--- src/design/pseq_pkg.sv ---
`default_nettype none
package pseq_pkg;

    localparam int PSEQ_PC_W = 14;
    localparam int PSEQ_WORD_W = 16;
    localparam int PSEQ_PHASES = 4;
    localparam logic [1:0] PSEQ_LAST_PHASE = 2'h3;
    localparam logic [7:0] PSEQ_PCL_OFFSET = 8'h06;
    localparam int PSEQ_BANK_BIT = 5;
    localparam logic [13:0] PSEQ_RESET_VECTOR = 14'h0000;
    localparam int PSEQ_NUM_INT = 6;
    // Index 0 has the highest priority
    localparam logic [13:0] PSEQ_INT_VECTOR [PSEQ_NUM_INT] = '{
        14'h0004, 14'h0008, 14'h000c, 14'h0010, 14'h0014, 14'h0018
    };
    localparam int PSEQ_INT_EXT = 0;
    localparam int PSEQ_INT_FIRST_TIMER_COUNTER = 1;
    localparam int PSEQ_INT_SECOND_TIMER_COUNTER = 2;
    localparam int PSEQ_INT_UART = 3;
    localparam int PSEQ_INT_I2C = 4;
    localparam int PSEQ_INT_MULTI = 5;
    localparam int PSEQ_START_PERIODS = 1024;
    localparam logic [10:0] PSEQ_START_CYCLES = 11'(PSEQ_START_PERIODS);

    typedef enum logic [2:0] {
        PSEQ_ST_START = 3'b001,
        PSEQ_ST_RUN = 3'b010,
        PSEQ_ST_HALT = 3'b100
    } pseq_state_type;

    typedef struct packed {
        logic jump;
        logic ret;
        logic skip;
        logic [12:0] target;
        logic [13:0] stack_word;
    } pseq_ctl_type;

    typedef struct packed {
        logic wr;
        logic [7:0] addr;
        logic [7:0] wdata;
    } pseq_dbus_type;

endpackage
`default_nettype wire

--- src/design/pseq_startup.sv ---
`timescale 1ns/100ps
`default_nettype none
module pseq_startup (
    input wire logic mclk_i,
    input wire logic reset_n_i,
    input wire logic restart_i,
    output logic done_o
);
    logic [10:0] count_ff;
    logic [10:0] nxt_count;

    always_comb begin
        nxt_count = count_ff;
        if (restart_i) begin
            nxt_count = '0;
        end else if (count_ff != pseq_pkg::PSEQ_START_CYCLES) begin
            nxt_count = count_ff + 11'h001;
        end
    end

    // Counts from reset release as well as from each restart
    always_ff @(posedge mclk_i or negedge reset_n_i) begin
        if (!reset_n_i) begin
            count_ff <= '0;
        end else begin
            count_ff <= nxt_count;
        end
    end

    assign done_o = (count_ff == pseq_pkg::PSEQ_START_CYCLES) && !restart_i;

    start_len_a: assert property (@(posedge mclk_i) disable iff (!reset_n_i)
        restart_i |=> !done_o [*8])
        else $error("start-up period ended too early");

endmodule // pseq_startup
`default_nettype wire

--- src/design/program_sequencer.sv ---
// Notes on behaviour
// - Four system clocks form one instruction cycle, one phase each.
// - Next word is fetched while the previous one executes.
// - Any program counter change costs a dummy refill cycle.
// - Program counter is 14 bits, addressing 16384 words of 16 bits.
// - After each fetch the program counter advances by one.
// - Taken skip discards the fetched next instruction as a dummy cycle.
// - Taken skip leaves old value plus two, within the current bank.
// - Low byte at data address 06H; writing it jumps within 256 words.
// - Jump or call takes 13 operand bits, bit 13 from bank select bit.
// - Two 8192-word banks; bank pointer bit 5 picks the bank.
// - Returns restore all 14 bits from the stack, ignoring the bank.
// - Chip reset loads program counter with zero.
// - Enabled external interrupt with stack room vectors to 004H.
// - Enabled first timer overflow with stack room vectors to 008H.
// - Power-up or wake-up waits 1024 clocks before executing.
// - Enabled second timer overflow with stack room vectors to 00CH.
// - Enabled serial port interrupt with stack room vectors to 010H.
// - Enabled I2C slave interrupt with stack room vectors to 014H.
// - Enabled multi-function interrupt with stack room vectors to 018H.
`timescale 1ns/100ps
`default_nettype none
module program_sequencer (
    input wire logic mclk_i,
    input wire logic reset_n_i,
    input wire logic [15:0] prog_data_i,
    output logic [13:0] prog_addr_o,
    output logic prog_rd_o,
    input wire pseq_pkg::pseq_ctl_type ctl_i,
    input wire logic [7:0] bank_pointer_i,
    input wire pseq_pkg::pseq_dbus_type dbus_i,
    output logic [7:0] data_rdata_o,
    input wire logic [5:0] int_pending_i,
    input wire logic [5:0] int_enable_i,
    input wire logic stack_full_i,
    input wire logic halt_i,
    input wire logic wake_i,
    output logic [15:0] instr_o,
    output logic instr_valid_o,
    output logic cycle_end_o,
    output logic int_ack_o,
    output logic [13:0] push_addr_o,
    output logic running_o
);
    pseq_pkg::pseq_state_type state_ff;
    pseq_pkg::pseq_state_type nxt_state;
    logic [1:0] phase_ff;
    logic [13:0] pc_ff;
    logic [13:0] nxt_pc;
    logic [15:0] instr_ff;
    logic exec_valid_ff;
    logic [7:0] rdata_ff;
    logic int_ack_ff;
    logic [13:0] push_addr_ff;
    logic cycle_end;
    logic start_done;
    logic pcl_wr;
    logic transfer;
    logic int_take;
    logic [13:0] int_vector;
    logic [5:0] int_live;

    pseq_startup u_startup (
        .mclk_i(mclk_i),
        .reset_n_i(reset_n_i),
        .restart_i(state_ff == pseq_pkg::PSEQ_ST_HALT && wake_i),
        .done_o(start_done)
    );

    assign cycle_end = (state_ff == pseq_pkg::PSEQ_ST_RUN)
        && (phase_ff == pseq_pkg::PSEQ_LAST_PHASE);
    assign pcl_wr = dbus_i.wr && (dbus_i.addr == pseq_pkg::PSEQ_PCL_OFFSET);
    assign transfer = exec_valid_ff
        && (ctl_i.jump || ctl_i.ret || ctl_i.skip || pcl_wr);

    // Service is held off while the stack is full
    assign int_live = stack_full_i ? 6'h00 : (int_pending_i & int_enable_i);

    always_comb begin
        int_vector = pseq_pkg::PSEQ_INT_VECTOR[0];
        for (int i = pseq_pkg::PSEQ_NUM_INT - 1; i >= 0; i--) begin
            if (int_live[i]) begin
                int_vector = pseq_pkg::PSEQ_INT_VECTOR[i];
            end
        end
    end

    // Taken only on a boundary not already redirecting the counter
    assign int_take = cycle_end && exec_valid_ff && !transfer
        && (int_live != 6'h00);

    always_comb begin
        nxt_state = state_ff;
        case (state_ff)
            pseq_pkg::PSEQ_ST_START: begin
                if (start_done) begin
                    nxt_state = pseq_pkg::PSEQ_ST_RUN;
                end
            end
            pseq_pkg::PSEQ_ST_RUN: begin
                if (cycle_end && halt_i) begin
                    nxt_state = pseq_pkg::PSEQ_ST_HALT;
                end
            end
            pseq_pkg::PSEQ_ST_HALT: begin
                if (wake_i) begin
                    nxt_state = pseq_pkg::PSEQ_ST_START;
                end
            end
            default: begin
                nxt_state = pseq_pkg::PSEQ_ST_START;
            end
        endcase
    end

    always_ff @(posedge mclk_i or negedge reset_n_i) begin
        if (!reset_n_i) begin
            state_ff <= pseq_pkg::PSEQ_ST_START;
        end else begin
            state_ff <= nxt_state;
        end
    end

    always_ff @(posedge mclk_i or negedge reset_n_i) begin
        if (!reset_n_i) begin
            phase_ff <= 2'h0;
        end else if (state_ff == pseq_pkg::PSEQ_ST_RUN) begin
            phase_ff <= phase_ff + 2'h1;
        end else begin
            phase_ff <= 2'h0;
        end
    end

    always_comb begin
        nxt_pc = pc_ff + 14'h0001;
        if (exec_valid_ff) begin
            if (ctl_i.ret) begin
                nxt_pc = ctl_i.stack_word;
            end else if (ctl_i.jump) begin
                nxt_pc = {bank_pointer_i[pseq_pkg::PSEQ_BANK_BIT], ctl_i.target};
            end else if (pcl_wr) begin
                nxt_pc = {pc_ff[13:8], dbus_i.wdata};
            end else if (ctl_i.skip) begin
                nxt_pc = {pc_ff[13], pc_ff[12:0] + 13'h0001};
            end else if (int_live != 6'h00) begin
                nxt_pc = {1'b0, int_vector[12:0]};
            end
        end
    end

    always_ff @(posedge mclk_i or negedge reset_n_i) begin
        if (!reset_n_i) begin
            pc_ff <= pseq_pkg::PSEQ_RESET_VECTOR;
        end else if (cycle_end) begin
            pc_ff <= nxt_pc;
        end
    end

    // Fetch of the current word overlaps execution of the previous one
    // Held across halt so the word fetched last runs first after wake-up
    always_ff @(posedge mclk_i or negedge reset_n_i) begin
        if (!reset_n_i) begin
            instr_ff <= '0;
            exec_valid_ff <= 1'b0;
        end else if (cycle_end) begin
            instr_ff <= prog_data_i;
            exec_valid_ff <= !(transfer || int_take);
        end
    end

    always_ff @(posedge mclk_i or negedge reset_n_i) begin
        if (!reset_n_i) begin
            int_ack_ff <= 1'b0;
            push_addr_ff <= '0;
        end else begin
            int_ack_ff <= int_take;
            if (int_take) begin
                push_addr_ff <= pc_ff;
            end
        end
    end

    always_ff @(posedge mclk_i or negedge reset_n_i) begin
        if (!reset_n_i) begin
            rdata_ff <= '0;
        end else if (dbus_i.addr == pseq_pkg::PSEQ_PCL_OFFSET) begin
            rdata_ff <= pc_ff[7:0];
        end else begin
            rdata_ff <= 8'h00;
        end
    end

    assign prog_addr_o = pc_ff;
    assign prog_rd_o = cycle_end;
    assign instr_o = instr_ff;
    assign instr_valid_o = exec_valid_ff;
    assign cycle_end_o = cycle_end;
    assign int_ack_o = int_ack_ff;
    assign push_addr_o = push_addr_ff;
    assign data_rdata_o = rdata_ff;
    assign running_o = (state_ff == pseq_pkg::PSEQ_ST_RUN);

    phase_wrap_a: assert property (@(posedge mclk_i) disable iff (!reset_n_i)
        cycle_end |-> ##4 (cycle_end || state_ff != pseq_pkg::PSEQ_ST_RUN))
        else $error("instruction cycle is not four clocks");

    fetch_pipe_a: assert property (@(posedge mclk_i) disable iff (!reset_n_i)
        cycle_end |=> instr_o == $past(prog_data_i))
        else $error("fetched word not passed to execute");

    step_one_a: assert property (@(posedge mclk_i) disable iff (!reset_n_i)
        (cycle_end && !exec_valid_ff) |=> pc_ff == $past(pc_ff) + 14'h0001)
        else $error("program counter did not advance by one");

    skip_two_a: assert property (@(posedge mclk_i) disable iff (!reset_n_i)
        (cycle_end && exec_valid_ff && ctl_i.skip && !ctl_i.jump && !ctl_i.ret && !pcl_wr)
        |=> pc_ff[13] == $past(pc_ff[13]) && pc_ff[12:0] == $past(pc_ff[12:0]) + 13'h0001)
        else $error("skip target wrong");

    jump_bank_a: assert property (@(posedge mclk_i) disable iff (!reset_n_i)
        (cycle_end && exec_valid_ff && ctl_i.jump && !ctl_i.ret)
        |=> pc_ff == {$past(bank_pointer_i[5]), $past(ctl_i.target)})
        else $error("jump target wrong");

    ret_full_a: assert property (@(posedge mclk_i) disable iff (!reset_n_i)
        (cycle_end && exec_valid_ff && ctl_i.ret) |=> pc_ff == $past(ctl_i.stack_word))
        else $error("return address wrong");

    pcl_short_a: assert property (@(posedge mclk_i) disable iff (!reset_n_i)
        (cycle_end && exec_valid_ff && pcl_wr && !ctl_i.jump && !ctl_i.ret)
        |=> pc_ff == {$past(pc_ff[13:8]), $past(dbus_i.wdata)})
        else $error("low byte write jump wrong");

    dummy_slot_a: assert property (@(posedge mclk_i) disable iff (!reset_n_i)
        (cycle_end && (transfer || int_take)) |=> !instr_valid_o [*4])
        else $error("no dummy cycle after transfer");

    vector_bank0_a: assert property (@(posedge mclk_i) disable iff (!reset_n_i)
        int_take |=> int_ack_o && pc_ff[13] == 1'b0 && pc_ff[1:0] == 2'h0
        && push_addr_o == $past(pc_ff))
        else $error("interrupt vector wrong");

    ext_vector_a: assert property (@(posedge mclk_i) disable iff (!reset_n_i)
        (int_take && int_live[0]) |=> pc_ff == 14'h0004)
        else $error("external interrupt vector wrong");

endmodule // program_sequencer
`default_nettype wire

--- config.mk ---
export PLATFORM = sky130hd
export DESIGN_NAME = program_sequencer
export DESIGN_NICKNAME = d
export VERILOG_FILES = /design/src/design/pseq_pkg.sv /design/src/design/pseq_startup.sv /design/src/design/program_sequencer.sv
export SDC_FILE = /design/constraint.sdc
export NUM_CORES = 1
export LEC_CHECK = 0
export BUFFER_PORTS_ARGS = -buffer_cell sky130_fd_sc_hd__buf_2
export CAP_MARGIN = 40
export CORE_UTILIZATION = 49
export CTS_CLUSTER_SIZE = 28
export DETAILED_ROUTE_END_ITERATION = 10
export PLACE_DENSITY = 0.8
export SYNTH_ARGS = -nofsm -noshare
export SYNTH_HDL_FRONTEND = slang
export SYNTH_HIERARCHICAL = 1
export SYNTH_SLANG_ARGS = --single-unit
--- constraint.sdc ---
create_clock -name mclk_i -period 2.4 [get_ports mclk_i]
set_input_delay 0.36 -clock mclk_i [delete_from_list [all_inputs] [get_ports mclk_i]]
set_output_delay 0.36 -clock mclk_i [all_outputs]
set_load 0.05 [all_outputs]
## Yosys cells after proc, flatten, opt, wreduce, memory -nomap -nowiden

Index checks and enable logic that the tools add are counted.

| storage, ports and cells | value |
|---|---|
| latch bits | 0 |
| output and inout bits | 57 |
| memories | 0 |
| word-level logic and storage cells | 70 |
| register bits | 70 |
| input bits | 88 |
| bits in writable memories | 0 |
| ROM bits | 0 |

| operators by class | value |
|---|---|
| add/subtract/negate cells | 4 |
| $lt $le $gt $ge | 0 |
| multipliers | 0 |
| bitwise operators | 1 |
| reduce and logical (&&, ||, !) cells | 21 |
| shift-type cells | 0 |
| multiplexer cells | 21 |
| eq/ne operators | 12 |
| divide/modulo/power cells | 0 |

Operators with widths:

| kind | number |
|---|---|
| 2-to-1 mux 14 bit | 6 |
| 2-to-1 mux 5 bit | 6 |
| 2-to-1 mux 11 bit | 2 |
| adder 14 x 1 -> 14 bit (second input constant) | 1 |
| adder 13 x 1 -> 13 bit (second input constant) | 1 |
| adder 11 x 1 -> 11 bit (second input constant) | 1 |
| == test 11 bit (second input constant) | 1 |
| != test 11 bit (second input constant) | 1 |
| logical AND 1 bit | 9 |
| 2-to-1 mux 3 bit | 3 |
| case mux 3 bit (3 select lines) | 1 |
| == test 8 x 3 -> 1 bit (second input constant) | 1 |
| 2-to-1 mux 8 bit | 1 |
| != test 4 bit (second input constant) | 2 |
| bitwise AND 6 bit | 1 |
| 2-to-1 mux 6 bit | 1 |
| AND reduction 3 bit | 2 |
| nonzero test 6 bit | 1 |
| logical OR 1 bit | 4 |
| != test 2 bit (second input constant) | 2 |
| == test 3 x 1 -> 1 bit (second input constant) | 1 |
| == test 3 x 2 -> 1 bit (second input constant) | 1 |
| == test 3 bit (second input constant) | 1 |
| logical NOT 1 bit | 3 |
| 6 further kinds | 6 |

## Depth between registers and ports, before layout

| logic depth | value |
|---|---|
| depth after elaboration | 14 |
| mapped depth | 9 |
| gate-level depth less buffers | 9 |

## Modules after synthesis

The synthesis kept the hierarchy.

By module, submodules not included:

| module | times used | cells an instance | area an instance (um^2) |
|---|---|---|---|
| program_sequencer | 1 | 339 | 3094.2 |
| pseq_startup | 1 | 62 | 599.3 |

## Worst setup path after synthesis

No wires, ideal clock.

| timing | value |
|---|---|
| kind | reg2out |
| start point | register state_ff[1] |
| end point | output port prog_rd_o |
| path slack | 0.083 ns |
| data arrival time | 1.957 ns |
| required time | 2.040 ns |
| path buffers | 4 |
| cell stages (with the launch flop) | 7 |
| path through | dfrtp_1 > clkbuf_1 > nand3_1 > clkbuf_1 > clkinv_1 > clkbuf_1 > buf_4 |

| on the way | value |
|---|---|
| cells in the longest elaborated chain, start to end | 2 |

Ends and longest elaborated chain:

| element | RTL line | RTL |
|---|---|---|
| start, declared | program_sequencer.sv:45 | `pseq_pkg::pseq_state_type state_ff;` |
| start signal, assigned | program_sequencer.sv:118 | `state_ff <= pseq_pkg::PSEQ_ST_START;` |
| start signal, assigned | program_sequencer.sv:120 | `state_ff <= nxt_state;` |
| == test 3 x 2 -> 1 bit | program_sequencer.sv:70 | `assign cycle_end = (state_ff == pseq_pkg::PSEQ_ST_RUN)` |
| logical AND 1 bit | program_sequencer.sv:71 | `&& (phase_ff == pseq_pkg::PSEQ_LAST_PHASE);` |
| end, declared | program_sequencer.sv:28 | `output logic prog_rd_o,` |

Every way passes these cells.

## Worst setup path in the final report

| timing | value |
|---|---|
| start point | register state_ff[2] |
| end point | output port cycle_end_o |

| on the way | value |
|---|---|
| cells in the longest elaborated chain, start to end | 2 |

Ends and longest elaborated chain:

| element | RTL line | RTL |
|---|---|---|
| == test 3 x 2 -> 1 bit | program_sequencer.sv:70 |  |
| logical AND 1 bit | program_sequencer.sv:71 |  |
| end, declared | program_sequencer.sv:40 | `output logic cycle_end_o,` |

Every way passes these cells.

==> metrics.csv <==
stage,metric,value,unit
cells_and_area,utilization,65.55,%
floorplan,dieHeight,88.82,µm
cells_and_area,design_area,4755,µm²
synth,syn_avg_cell_area,9.211,µm²
drt,wirelength,9973,µm
cells_and_area,fillers,599,
placed_design,place_area,4558,µm²
sta,finalSetupViolations,0,
pwr,leakage,2.437,nW
synth,yosysUniqueCellTypes,55,
drt,drc_errors,0,
placed_design,place.gp.congestion,0.8967,
synth,syn_area,3694,µm²
global_routing,grt_pass1_vias,3221,
drt,drtIter0Drc,224,
clock_network,clk_latency,350,ps
synth,synth_top_flop_cell,dfrtp_1,
setup_path,endpoint_kind,output port,
synth,synthTopCellsByCount,"dfrtp_1 (69), nand2_1 (69), o21ai_0 (23), nor2_1 (22), a21oi_1 (21)",
status,outcome,finished clean,
synth,yosysWarnings,6,
synth,synthArstFlopShare,100.0,%
clock_network,clock-root-buffer,clkbuf_8,
drt,wl_per_cell,15.41,µm
cells_and_area,syn_to_final_growth,28.73,%
cells_and_area,layout.nets,635,
cells_and_area,drive_gt1_share,34.49,%
synth,synth_top_cell_area_share,46.75,%
placed_design,placed_cells,630,
global_routing,antenna_found_initial,0,
sta,fmax,0.4365,GHz
sta,finalClockSkew,15.73,ps
synth,yosys.area.top_type,dfrtp_1,
drt,wl_met1,4341,µm
cells_and_area,antennaDiodeCount,0,
sta,fin_setup_tns,0,ps
setup_path,cp-start-kind,register,
clock_network,cts_tree,built,
hold_path,hold_class,in -> reg,
synth,syn_nets,493,
placed_design,io_buffers,137,
floorplan,io_pins,145,
sta,worst_pin_slew,634.2,ps
global_routing,grt_pass1_wl,15610,µm
setup_path,path_class,reg -> out,
clock_network,cts.htree.levels,3,
sta,finalHoldViolCount,0,
global_routing,overflow,0,
clock_network,numCtsBuffers,9,
synth,yosysSeqAreaShare,47.46,%
drt,wl_met2,4843,µm
floorplan,placementRows,31,
sta,max_slew_margin,57.72,%
clock_network,postCtsSetupRepairBufs,0,
floorplan,design.core.area,7253,µm²
sta,finalMaxSlewViolations,0,
drt,dr_wl_met3,682,µm
global_routing,grt_start_max_net_pins,50,
drt,ant_nets,0,
clock_network,clkTransAtPathRegs,80,ps
pwr,pwr_density_cell,503.1,nW/µm²
pwr,ir_drop,0.2146,mV
placed_design,dpl.hpwl,7345,µm
synth,synth_area_leaders,"dfrtp_1 (47%), nand2_1 (7.0%), mux2_2 (4.3%)",
drt,vias,3631,
floorplan,start_util,50.92,%
synth,synthCells,401,
global_routing,grt_usage,26.12,%
sta,min_period,2291,ps
flow_run,maxCapViolCount,0,
clock_network,cts.sinks,70,
setup_path,cp.arrival,1930,ps
drt,via_per_inst,5.612,
clock_network,ctsLongestPathBuffers,2,
drt,dr.max_layer_used,met4,
sta,period_share,95.46,%
pwr,report.power.total,2.392,mW
synth,synth_edf_count,0,
synth,ys_seq_elements,70,
cells_and_area,stdcell_count,647,
floorplan,die_width,88.82,µm
setup_path,worstPathRequired,2040,ps
drt,dr.pass1.iters,5,
setup_path,crit_fanout,18,
sta,rsz0062_at_grt,false,
floorplan,die_area,7889,µm²
-- layer usage --
metal / global-route usage, % / up-vias
li1: - / 1739
met1: 36.26 / 1724
met2: 41.68 / 160
met3: 3.545 / 8
met4: 9.971 / 0
met5: 0 / -
-- report_power, final --
group | internal, mW | switching (mW)
Clock | 0.458 | 0.446
Sequential | 1.19 | 0.0198
Combinational | 0.116 | 0.163
-- worst max-delay path: stages, from the launching register on --
cell     delay (ps)
dfrtp_1         440
nor2_1          190
nand3_1         220
inv_2           190
buf_4           240
buf_2           300
-- worst paths after layout --
check / start / endpoint / slack (ps) / depth (start not counted)
worst max register to register: state_ff[2]$_DFFE_PN0P_ / prog_addr_o[11]$_DFFE_PN0P_ / 350 / 6
max in group asynchronous: reset_n_i / instr_o[0]$_DFFE_PN0P_ / 1420 / 3
worst min-delay path: prog_data_i[9] / instr_o[9]$_DFFE_PN0P_ / 200 / 3
worst max-delay path: state_ff[2]$_DFFE_PN0P_ / cycle_end_o / 110 / 5
worst min register to register: phase_ff[0]$_DFF_PN0_ / phase_ff[0]$_DFF_PN0_ / 430 / 1
min in group asynchronous: reset_n_i / push_addr_o[12]$_DFFE_PN0P_ / 450 / 2
-- repair_timing --
action	CTS	global route
endpoints found under the hold margin	20	0
endpoints found under the setup margin	0	2
hold buffers	1	0
resized for setup	0	1
-- flip-flops by register name (all words and copies together) (netlist names) --
register and cells:
prog_addr_o 14, data_rdata_o 8, int_ack_o 1, u_startup/count_ff 11, instr_o 16, phase_ff 2
instr_valid_o 1, push_addr_o 14, state_ff 3
-- stage by stage --
step / hold slack [ps] / setup slack [ps]
5_1_grt: 194.7 / 6.082
3_5_place_dp: 277.1 / 103.8
2_1_floorplan: 64.41 / 83.25
4_1_cts: 190.9 / 81.30
3_3_place_gp: 424.7 / 153.1
6_report: 200.9 / 109.1
-- logic make-up after synthesis --
logic type | Yosys count | share of synthesized area, %
multiplexers | 19 | 5.657
buffers and inverters | 34 | 3.624
AND/OR/NAND/NOR | 169 | 22.66
XOR/XNOR | 5 | 1.186
AO/OA/AOI/OAI | 100 | 18.06
flip-flops | 70 | 47.46
adder cells (fa/ha/maj) | 4 | 1.355
-- final cells by class --
class / count / area (µm²) / area share, %
Inverter: 13 / 48.80 / 1.026
Clock buffer: 13 / 168.9 / 3.553
Timing Repair Buffer: 152 / 823.3 / 17.32
Sequential cell: 70 / 1753 / 36.87
Multi-Input combinational cell: 297 / 1819 / 38.26
Tap cell: 99 / 123.9 / 2.605
Clock inverter: 3 / 17.52 / 0.3684
-- cells in the final DEF, fill, tap and decap left out, drive strengths merged, types with 4 or more instances in the layout --
cell type | synthesis | final
a211o | 5 | 5
a21o | 4 | 4
a21oi | 21 | 21
a22o | 4 | 4
a31oi | 6 | 6
and3 | 16 | 16
buf | 6 | 151
clkbuf | 15 | 13
dfrtp | 69 | 69
ha | 4 | 4
inv | 12 | 13
mux2 | 15 | 15
mux2i | 4 | 4
nand2 | 69 | 69
nand2b | 4 | 4
nand3 | 16 | 16
nor2 | 22 | 22
nor2b | 4 | 4
nor3 | 8 | 8
o21ai | 23 | 23
o22ai | 10 | 10
o31ai | 8 | 8
or3 | 7 | 7
or4 | 5 | 5
(Power assumes the default switching activity.)
